$ cat src/hw/dpe_pkg.sv
`default_nettype none
package dpe_pkg;
   localparam int PERM_W    = 128;
   localparam int PART_W    = 32;
   localparam int PART_N    = 8;
   localparam int ACC_W     = 4;
   localparam logic [4:0] REQ_BYTES = 5'h10;
   localparam logic [3:0] CNT_MAX   = 4'hF;
   localparam logic [1:0] ROLE_NEUTRAL = 2'h0;
   localparam logic [1:0] ROLE_LEAF    = 2'h1;
   localparam logic [1:0] ROLE_SIGNER  = 2'h2;
   localparam int CN_LC     = 0;
   localparam int CN_CLASS  = 1;
   localparam int CN_UNIQ   = 2;
   localparam int CN_CUSTOM = 3;
   localparam logic [7:0] LC_OPEN_MAJOR = 8'h10;
   localparam int SPE_PERM_BIT = 0;
   localparam logic [ACC_W-1:0] ACC_LOCKED = 4'h0;
   localparam logic [ACC_W-1:0] ACC_OPEN   = 4'hF;
   localparam logic [2:0] FAIL_NONE     = 3'h0;
   localparam logic [2:0] FAIL_SCOPE    = 3'h1;
   localparam logic [2:0] FAIL_CONFLICT = 3'h2;
   localparam logic [2:0] FAIL_SIGN     = 3'h3;
   localparam logic [2:0] FAIL_LENGTH   = 3'h4;
   localparam logic [2:0] FAIL_PARTS    = 3'h5;
   localparam logic [2:0] FAIL_EMPTY    = 3'h6;

   typedef enum logic [1:0] {S_IDLE, S_CHAIN, S_PART} dpe_state_t;

   function automatic logic [4:0] dpe_word_round_up(input logic [4:0] n);
      logic [5:0] s;
      s = {1'b0, n} + 6'h03;
      return {s[4:2], 2'b00};
   endfunction

   // access mapping
   // Each access signal is the OR of one 32-bit slice, so a single granted bit opens it.
   function automatic logic [ACC_W-1:0] dpe_access_map(input logic [PERM_W-1:0] eff);
      logic [ACC_W-1:0] a;
      a = '0;
      for (int k = 0; k < ACC_W; k++) begin
         a[k] = |eff[k*32 +: 32];
      end
      return a;
   endfunction
endpackage
`default_nettype wire

$ cat src/hw/dpe_scope_if.sv
`timescale 1ns/1ps
`default_nettype none
interface dpe_scope_if;
   logic [15:0]  c_lc;
   logic [15:0]  d_lc;
   logic [31:0]  c_class;
   logic [31:0]  d_class;
   logic [127:0] c_uniq;
   logic [127:0] d_uniq;
   logic [31:0]  c_custom;
   logic [31:0]  d_custom;
   logic [3:0]   nonneutral;
   logic         scope_bad;
   modport main (output c_lc, d_lc, c_class, d_class, c_uniq, d_uniq, c_custom, d_custom,
                 input nonneutral, scope_bad);
   modport check (input c_lc, d_lc, c_class, d_class, c_uniq, d_uniq, c_custom, d_custom,
                  output nonneutral, scope_bad);
endinterface
`default_nettype wire

$ cat src/hw/dpe_scope_check.sv
`timescale 1ns/1ps
`default_nettype none
module dpe_scope_check
   import dpe_pkg::*;
(
   dpe_scope_if.check sc
);
   always_comb begin
      sc.nonneutral[CN_LC]     = |sc.c_lc;
      sc.nonneutral[CN_CLASS]  = |sc.c_class;
      sc.nonneutral[CN_UNIQ]   = |sc.c_uniq;
      sc.nonneutral[CN_CUSTOM] = |sc.c_custom;
      sc.scope_bad = (sc.nonneutral[CN_LC] && sc.c_lc != sc.d_lc)
                  || (sc.nonneutral[CN_CLASS] && sc.c_class != sc.d_class)
                  || (sc.nonneutral[CN_UNIQ] && sc.c_uniq != sc.d_uniq)
                  || (sc.nonneutral[CN_CUSTOM] && sc.c_custom != sc.d_custom);
   end
endmodule
`default_nettype wire

$ cat src/hw/dpe_top.sv
`timescale 1ns/1ps
`default_nettype none
module dpe_top
   import dpe_pkg::*;
(
   input  wire logic              ref_clk,
   input  wire logic              sys_rst,
   input  wire logic [15:0]       dev_lifecycle,
   input  wire logic [31:0]       dev_class,
   input  wire logic [127:0]      device_unique_constraint,
   input  wire logic [31:0]       dev_custom,
   input  wire logic [PERM_W-1:0] hardware_perm_mask,
   input  wire logic [PERM_W-1:0] fixed_perm_value,
   input  wire logic              eval_start,
   input  wire logic              cert_valid,
   input  wire logic [1:0]        cert_role,
   input  wire logic [15:0]       cert_lifecycle,
   input  wire logic [31:0]       cert_class,
   input  wire logic [127:0]      cert_unique,
   input  wire logic [31:0]       cert_custom,
   input  wire logic [PERM_W-1:0] cert_perm_mask,
   input  wire logic              cert_part_valid,
   input  wire logic [PART_W-1:0] cert_part_id,
   input  wire logic              req_byte_valid,
   input  wire logic [7:0]        req_byte,
   input  wire logic              eval_finish,
   input  wire logic              token_part_valid,
   input  wire logic [PART_W-1:0] token_part_id,
   output logic                   busy,
   output logic                   eval_ok,
   output logic                   eval_fail,
   output logic [2:0]             fail_code,
   output logic [PERM_W-1:0]      eff_perm,
   output logic [ACC_W-1:0]       debug_access,
   output logic                   part_resp_valid,
   output logic                   part_grant
);
   typedef struct packed {
      dpe_state_t                  state;
      logic                        armed;
      logic                        err;
      logic [2:0]                  code;
      logic [3:0]                  ncert;
      logic [PERM_W-1:0]           chain_mask;
      logic [PERM_W-1:0]           req;
      logic [4:0]                  nbytes;
      logic [3:0]                  seen;
      logic [15:0]                 k_lc;
      logic [31:0]                 k_class;
      logic [127:0]                k_uniq;
      logic [31:0]                 k_custom;
      logic [3:0]                  npart;
      logic [PART_N-1:0][PART_W-1:0] parts;
      logic                        ok_p;
      logic                        fail_p;
      logic [PERM_W-1:0]           eff;
      logic [ACC_W-1:0]            access;
      logic                        presp;
      logic                        pgrant;
      logic                        bsy;
   } dpe_main_state_t;

   dpe_main_state_t st;
   dpe_main_state_t next_st;
   dpe_scope_if     sc ();
   logic            conflict;
   logic            sign_bad;
   logic            hit;
   logic            spe_forbid;

   assign sc.c_lc     = cert_lifecycle;
   assign sc.d_lc     = dev_lifecycle;
   assign sc.c_class  = cert_class;
   assign sc.d_class  = dev_class;
   assign sc.c_uniq   = cert_unique;
   assign sc.d_uniq   = device_unique_constraint;
   assign sc.c_custom = cert_custom;
   assign sc.d_custom = dev_custom;

   dpe_scope_check u_check (
      .sc (sc.check)
   );

   always_comb begin
      conflict = (sc.nonneutral[CN_LC] && st.seen[CN_LC] && cert_lifecycle != st.k_lc)
              || (sc.nonneutral[CN_CLASS] && st.seen[CN_CLASS] && cert_class != st.k_class)
              || (sc.nonneutral[CN_UNIQ] && st.seen[CN_UNIQ] && cert_unique != st.k_uniq)
              || (sc.nonneutral[CN_CUSTOM] && st.seen[CN_CUSTOM]
                  && cert_custom != st.k_custom);
      // signing rights
      // Index n signs index n-1, so a certificate after the leaf fails only if its role is ROLE_LEAF.
      sign_bad = (st.ncert != 4'h0) && (cert_role == ROLE_LEAF);
      hit = 1'b0;
      for (int i = 0; i < PART_N; i++) begin
         if (i < int'(st.npart) && st.parts[i] == token_part_id) begin
            hit = 1'b1;
         end
      end
      spe_forbid = !hardware_perm_mask[SPE_PERM_BIT] && !fixed_perm_value[SPE_PERM_BIT];
   end

   always_comb begin
      next_st        = st;
      next_st.ok_p   = 1'b0;
      next_st.fail_p = 1'b0;
      next_st.presp  = 1'b0;
      // lifecycle reset state
      // Only assembly-and-test opens the outputs; every other lifecycle stays locked.
      if (!st.armed) begin
         next_st.armed  = 1'b1;
         next_st.access = (dev_lifecycle[15:8] == LC_OPEN_MAJOR) ? ACC_OPEN : ACC_LOCKED;
      end
      if (eval_start) begin
         next_st.state      = S_CHAIN;
         next_st.err        = 1'b0;
         next_st.code       = FAIL_NONE;
         next_st.ncert      = 4'h0;
         next_st.chain_mask = '1;
         next_st.req        = '0;
         next_st.nbytes     = 5'h00;
         next_st.seen       = 4'h0;
         next_st.npart      = 4'h0;
      end else begin
         case (st.state)
            S_IDLE: begin
               next_st.state = S_IDLE;
            end
            S_CHAIN: begin
               if (cert_valid) begin
                  if (!next_st.err && (sc.scope_bad || conflict || sign_bad)) begin
                     next_st.err  = 1'b1;
                     next_st.code = sc.scope_bad ? FAIL_SCOPE
                                  : (conflict ? FAIL_CONFLICT : FAIL_SIGN);
                  end
                  if (sc.nonneutral[CN_LC]) begin
                     next_st.k_lc = cert_lifecycle;
                  end
                  if (sc.nonneutral[CN_CLASS]) begin
                     next_st.k_class = cert_class;
                  end
                  if (sc.nonneutral[CN_UNIQ]) begin
                     next_st.k_uniq = cert_unique;
                  end
                  if (sc.nonneutral[CN_CUSTOM]) begin
                     next_st.k_custom = cert_custom;
                  end
                  next_st.seen = st.seen | sc.nonneutral;
                  next_st.chain_mask = st.chain_mask & cert_perm_mask;
                  if (st.ncert != CNT_MAX) begin
                     next_st.ncert = st.ncert + 4'h1;
                  end
                  if (cert_part_valid) begin
                     if (st.npart == 4'(PART_N)) begin
                        if (!next_st.err) begin
                           next_st.err  = 1'b1;
                           next_st.code = FAIL_PARTS;
                        end
                     end else begin
                        next_st.parts[st.npart[2:0]] = cert_part_id;
                        next_st.npart = st.npart + 4'h1;
                     end
                  end
               end
               if (req_byte_valid) begin
                  if (st.nbytes < REQ_BYTES) begin
                     next_st.req[{st.nbytes[3:0], 3'b000} +: 8] = req_byte;
                  end
                  if (st.nbytes != 5'h1F) begin
                     next_st.nbytes = st.nbytes + 5'h01;
                  end
               end
               if (eval_finish) begin
                  if (!next_st.err && (next_st.nbytes != dpe_word_round_up(next_st.nbytes)
                                       || next_st.nbytes != REQ_BYTES)) begin
                     next_st.err  = 1'b1;
                     next_st.code = FAIL_LENGTH;
                  end
                  if (!next_st.err && next_st.ncert == 4'h0) begin
                     next_st.err  = 1'b1;
                     next_st.code = FAIL_EMPTY;
                  end
                  if (next_st.err) begin
                     next_st.fail_p = 1'b1;
                     next_st.state  = S_IDLE;
                  end else begin
                     next_st.ok_p   = 1'b1;
                     // fixed inputs, tie both to zero when no provisioning source exists.
                     next_st.eff    = (next_st.req & next_st.chain_mask & hardware_perm_mask)
                                    | (fixed_perm_value & ~hardware_perm_mask);
                     next_st.access = dpe_access_map(next_st.eff);
                     next_st.state  = S_PART;
                  end
               end
            end
            S_PART: begin
               next_st.state = S_PART;
            end
            default: begin
               next_st.state = S_IDLE;
            end
         endcase
      end
      if (token_part_valid) begin
         next_st.presp = 1'b1;
         next_st.pgrant = (st.state == S_PART) && !eval_start
                        && (st.npart == 4'h0 || hit) && !spe_forbid;
      end
      next_st.bsy = (next_st.state == S_CHAIN);
   end

   always_ff @(posedge ref_clk) begin
      if (sys_rst) begin
         st <= '0;
      end else begin
         st <= next_st;
      end
   end

   assign busy            = st.bsy;
   assign eval_ok         = st.ok_p;
   assign eval_fail       = st.fail_p;
   assign fail_code       = st.code;
   assign eff_perm        = st.eff;
   assign debug_access    = st.access;
   assign part_resp_valid = st.presp;
   assign part_grant      = st.pgrant;
endmodule
`default_nettype wire

$ cat config.mk
export PLATFORM = sky130hd
export DESIGN_NAME = dpe_top
export DESIGN_NICKNAME = d
export VERILOG_FILES = /design/src/hw/dpe_pkg.sv /design/src/hw/dpe_scope_if.sv /design/src/hw/dpe_scope_check.sv /design/src/hw/dpe_top.sv
export SDC_FILE = /design/constraint.sdc
export NUM_CORES = 2
export LEC_CHECK = 0
export ABC_AREA = 1
export BUFFER_PORTS_ARGS = -buffer_cell sky130_fd_sc_hd__buf_4
export CAP_MARGIN = 5
export CORE_AREA = 2 2 398 400
export CTS_CLUSTER_SIZE = 24
export DETAILED_ROUTE_END_ITERATION = 10
export DIE_AREA = 0 0 400 402
export GPL_ROUTABILITY_DRIVEN = 0
export GPL_TIMING_DRIVEN = 0
export PLACE_DENSITY_LB_ADDON = 0.2
export SKIP_CTS_REPAIR_TIMING = 1
export SYNTH_ARGS = -nofsm -noshare
export SYNTH_HDL_FRONTEND = slang
export SYNTH_SLANG_ARGS = --single-unit
$ cat constraint.sdc
create_clock -name ref_clk -period 4.6 [get_ports ref_clk]
set_clock_uncertainty 0.1 [all_clocks]
set_input_delay 0.46 -clock ref_clk [delete_from_list [all_inputs] [get_ports ref_clk]]
set_output_delay 0.46 -clock ref_clk [all_outputs]
set_load 0.05 [all_outputs]
Yosys cells after proc, flatten, opt, wreduce, memory -nomap -nowiden
Index checks and enable logic that the tools add are counted.
Widths: inputs -> output; s select.

storage, ports and cells
  register bits = 881
  input bits = 882

cells by class
  $lt $le $gt $ge = 11
  reductions and logical operators = 68
  equal/unequal tests = 26
  multiplexer cells = 63
  bitwise operators = 12
  shift-type cells = 2
  add/subtract/negate cells = 5

operators by type and width
  kind                     number
  $mux 879                 1
  $mux 875                 1
  $mux 260                 2
  $and 128x128->128        4
  $mux 472                 1
  $mux 136                 3
  $mux 133                 3
  $mux 390                 1
  $mux 273                 1
  $bwmux 256               1
  $eq 32x32->1             8
  $mux 128                 2
  $ne 128x128->1           2
  $mux 208                 1
  $reduce_or 32->1         6
  $mux 134                 1
  $mux 132                 1
  $bwmux 128               1
  $ne 32x32->1             4
  $not 128->128            1
  $or 128x128->128         1
  $reduce_or 128->1        1
  $shift 8x9->128 const A  1
  $shiftx 8x9->128         1
  other kinds (41)         138

Logic depth before layout (Yosys ltp)
  word-level depth = 37
  depth in mapped cells = 21
  gate-level depth less buffers = 21

Cells and area by module
Synthesis repeated with hierarchy kept, for this count alone.

unflattened totals
  cells, all modules = 6,853
  area, all modules = 46,523.4 µm²

modules (own cells, without submodules)
  module           seq. area each (µm²)  instances  cells each  area each (µm²)
  dpe_top          17,636.9              1          6,270       43,240.2
  dpe_scope_check  0.0                   1          583         3,283.1

Worst setup path after synthesis
Ideal clock, no wire load.

  path kind = register to register
  from = register st[609] (netlist bit)
  to = register st (netlist bit debug_access[2])
  cell stages (with the launch flop) = 19
  setup slack = 1,668 ps
  buffers on the path = 2
  data arrival time = 2,723 ps
  setup time = 109 ps
  cells stage by stage = dfxtp_1 > inv_1 > buf_1 > ha_1 > xnor2_1 > buf_2 > nand4_4 > inv_1 > o21ai_0 > o2111ai_1 > o21ai_0 > nor2_1 > nand2_1 > nor2_1 > nand2_1 > nor2_1 > nand2_1 > nand2_1 > inv_1

on the way
  longest elaborated chain between the ends = 23

RTL lines
  element                                           RTL line                        text
  start, declared                                   dpe_top.sv:63                   dpe_main_state_t st;
  start signal, assigned                            dpe_top.sv:215                  st <= next_st;
  $add 5x1->5 / $ne 5x5->1 (equally long branches)  dpe_top.sv:169, dpe_top.sv:168
  $mux 5                                            dpe_top.sv:168                  if (st.nbytes != 5'h1F) begin
  $mux 133 *                                        dpe_top.sv:164                  if (req_byte_valid) begin
  $mux 133 *                                        dpe_top.sv:124                  case (st.state)
  $mux 133 *                                        dpe_top.sv:113                  if (eval_start) begin
  $add 5x2->5                                       dpe_pkg.sv:32                   s = {1'b0, n} + 6'h03;
  $ne 5x5->1                                        dpe_top.sv:173                  if (!next_st.err && (next_st.nbytes != dpe_word_round_up(next_st.nbytes)
  $logic_or 1x1->1                                  dpe_top.sv:174                  || next_st.nbytes != REQ_BYTES)) begin
  [... 7 more ...]                                  n/a
  $mux 4                                            dpe_top.sv:178                  if (!next_st.err && next_st.ncert == 4'h0) begin
  $mux 4                                            dpe_top.sv:172                  if (eval_finish) begin
  $mux 4                                            dpe_top.sv:124
  $mux 4                                            dpe_top.sv:113
  $mux 132 *                                        dpe_top.sv:182                  if (next_st.err) begin
  $mux 134 *                                        dpe_top.sv:172
  $mux 875 *                                        dpe_top.sv:124
  $mux 390 *                                        dpe_top.sv:113

Every way passes the cells marked *; elsewhere a longest branch is shown, timed or not. The select of a mux whose other input is x is not followed.
A chain may end at the register's enable or synchronous reset.

Final worst setup path
  from = register st[609] (netlist bit)
  to = register st (netlist bit debug_access[0])

The elaborated chain is that of the path after synthesis.

==> run metrics <==
run status finished with violations; violated checks negative hold slack; CP bufs+invs 4; clock sinks 881; Die H 402 um; detailed-route via count 51643; Placed Area 56500 sq um; dominant cell type by area after synthesis dfxtp_1; first-pass detailed-route iteration total 6; Vias/cell 5.031; largest net degree at the start of global routing 17; Pins Over Slew Limit 0; number of I/O port buffers 992; Synth Area per Inst 6.870 sq um; Worst IR Drop VDD 0.0002966 V; post-route ant nets 0; fmax 219.9 MHz; Max Cap Viol 0; endpoint type of the worst setup path register; LEAKAGE 27.55 nW; Compound-Gate Fraction of Synth Area 0.2108; GRT Util Overall 0.2794; number of synthesized flops with an enable pin 0; CTS Buffer Depth 3; clock slew at reported path FFs 0.06 ns; fillers 16636; design area 62270 sq um; GRT overflow 0; synth top area cells dfxtp_1 (38%), o21ai_0 (9.4%), nand2_1 (7.4%), nor2_1 (7.4%), a21oi_1 (7.1%); post-synthesis mux area share 0.0006471; Nets 8964; Hold Fails Final Rpt 27; setup TNS 0 ns; initial antenna violation count 54; syn nets 7647; Synth async-reset ratio 0; hold path cells 3; most common cell in the synthesized netlist nand2_1; post-synth cell types 52; vias in the first global route 46962; Tightest Hold Check Type input pin to register; top cell types by occurrence after synthesis nand2_1 (911), nor2_1 (909), dfxtp_1 (881); drt total wl 237300 um; CP delay by family, top simple AND/OR/NAND/NOR gates; main combinational cell family by area after synthesis compound AO/OA/AOI/OAI gates; mapped cell area 46400 sq um; area of the core 157100 sq um; final setup fails 0; Worst-Skew Late Latency 0.75 ns; Tmin final 4.548 ns; Post-Synth Simple-Gate Area 0.2023; post-synthesis xor/xnor area fraction 0.08075; register area share after synthesis 0.3801; share of layout cells above drive strength 1 0.1726; top-area cell type share of the netlist area 0.3801; H-tree lvl count 3; wire per inst 23.12 um; 1st-iter DRT viols 5058; remaining routing DRC violations 0; worst-path cell chain inv_1 -> clkbuf_2 -> ha_1 -> xnor2_2 -> nand4_1 -> inv_1 -> o21ai_0 -> o22ai_1 -> nor2_1 -> nand2_1 -> nor2_1 -> nand3b_1 -> nor2_1 -> nand2_1 -> nand2_1 -> inv_1; Register-to-Register Setup Slack 0.05 ns; flops & latches, synth 881; Mapped Cells 6755; CTS tree built; Root Buffer clkbuf_16; Initial Util 0.2954; CP max stage delay 0.97 ns; die area 160800 sq um; reg2reg end debug_access[0]$_SDFF_PP0_; Ports 1022; r2r startpoint st[609]$_SDFFE_PP0P_; Die W 400 um; Slew HR 0.06707; critical path arrival 5.03 ns; Critical Path Source Type register; crit path max fanout 10; Cell Pwr Density 311.2 nW/um^2; Rows 146; unrepaired setup endpoints after global routing true; R2R depth 16; hold path endpoint st[495]$_SDFFE_PP0P_; worst slew pin tran 1.399 ns; slowest stage cell, crit path o21ai_0; Syn-to-layout area delta 34.19%; crit path kind register to register; post-layout util 0.3964; hold path start cert_unique[66]; hold_ws -0.04791 ns; Synth Warn # 0; Primary FF master, synth dfxtp_1; Period Utilization, post-route 0.9886; wire length of the first global-routing pass 327500 um; Detail Placement HPWL 186100 um; Req. time, crit path 5.08 ns; Synth Area in Adders 0.002696; CTS Buf Count 104
## how the worst max path moves through the flow
| stage | from | end | depth (start not counted) | slack (ns) |
|---|---|---|---|---|
| 2_1_floorplan | st[609]$_SDFFE_PP0P_ | debug_access[2]$_SDFF_PP0_ | 18 | 1.67 |
| 3_3_place_gp | cert_valid | st[855]$_SDFFE_PP0P_ | 9 | -1.31 |
| 3_5_place_dp | cert_unique[22] | eff_perm[127]$_SDFFE_PP0P_ | 19 | -0.39 |
| 4_1_cts | st[609]$_SDFFE_PP0P_ | debug_access[0]$_SDFF_PP0_ | 17 | -0.31 |
| 5_1_grt | st[609]$_SDFFE_PP0P_ | debug_access[0]$_SDFF_PP0_ | 16 | -0.14 |
| 6_report | st[609]$_SDFFE_PP0P_ | debug_access[0]$_SDFF_PP0_ | 16 | 0.05 |
## layout make-up
class                      count  area (sq um)  share of cell area
antenna                       37         92.59            0.001487
buffer                       479          2400             0.03854
clock buffer                 150          2995             0.04810
clock inverter                40         486.7            0.007816
inverter                     880          3303             0.05305
multi-input combinational   4515         23100              0.3710
sequential                   881         17640              0.2832
tap                         2072          2592             0.04163
timing repair buffer        1211          9659              0.1551
## layer usage
metal,GRT usage,part of all wire,up-vias
li1,-,-,24552
met1,0.3678,0.42,24449
met2,0.4408,0.45,2292
met3,0.06369,0.090,340
met4,0.1089,0.035,10
met5,0,0.00027,-
## power breakdown
group	internal, mW	total [mW]	switching, mW
combinational	1.18	2.90	1.72
sequential	7.83	7.93	0.0997
clock	4.88	8.55	3.67
total	13.9	19.4	5.49
## placed cells by master, fill, tap and decap left out, types with 216 or more instances in the layout
master         netlist  final
a21oi_1            659    659
buf_4              145   1137
clkbuf_1           302    323
dfxtp_1            881    881
dlygate4sd3_1        0    216
inv_1              871    871
nand2_1            911    911
nor2_1             909    908
o21ai_0            870    855
xnor2_1            333    332
## worst min-delay path, stage by stage
cell and delay, ns:
buf_4 0.11, o21ai_0 0.08, a21oi_1 0.11
## through the flow
stage	hold slack [ns]	setup WS, ns	power (mW)	std cells
after CTS	-0.1645	-0.3135	19.29	10012
after global placement	0.3401	-1.309	10.74	9819
final	-0.04791	0.05237	19.38	10265
after global routing	0.0001623	-0.1438	20.05	10259
after detailed placement	0.3473	-0.3936	10.77	9822
after floorplan	0.3292	1.668	9.302	6755
## logic make-up (layout without fill, tap and decap cells)
group / count (synthesis) / in the layout
xor gates and xnor gates: 427 / 427
buffers and inverters: 1359 / 2760
DFF: 881 / 881
and+or+nand+nor: 2254 / 2254
adders and majority gates: 10 / 10
muxes: 3 / 3
AOI/OAI and AO/OA: 1821 / 1821
other: 0 / 37
No activity file was read; power rests on OpenSTA's default activity.
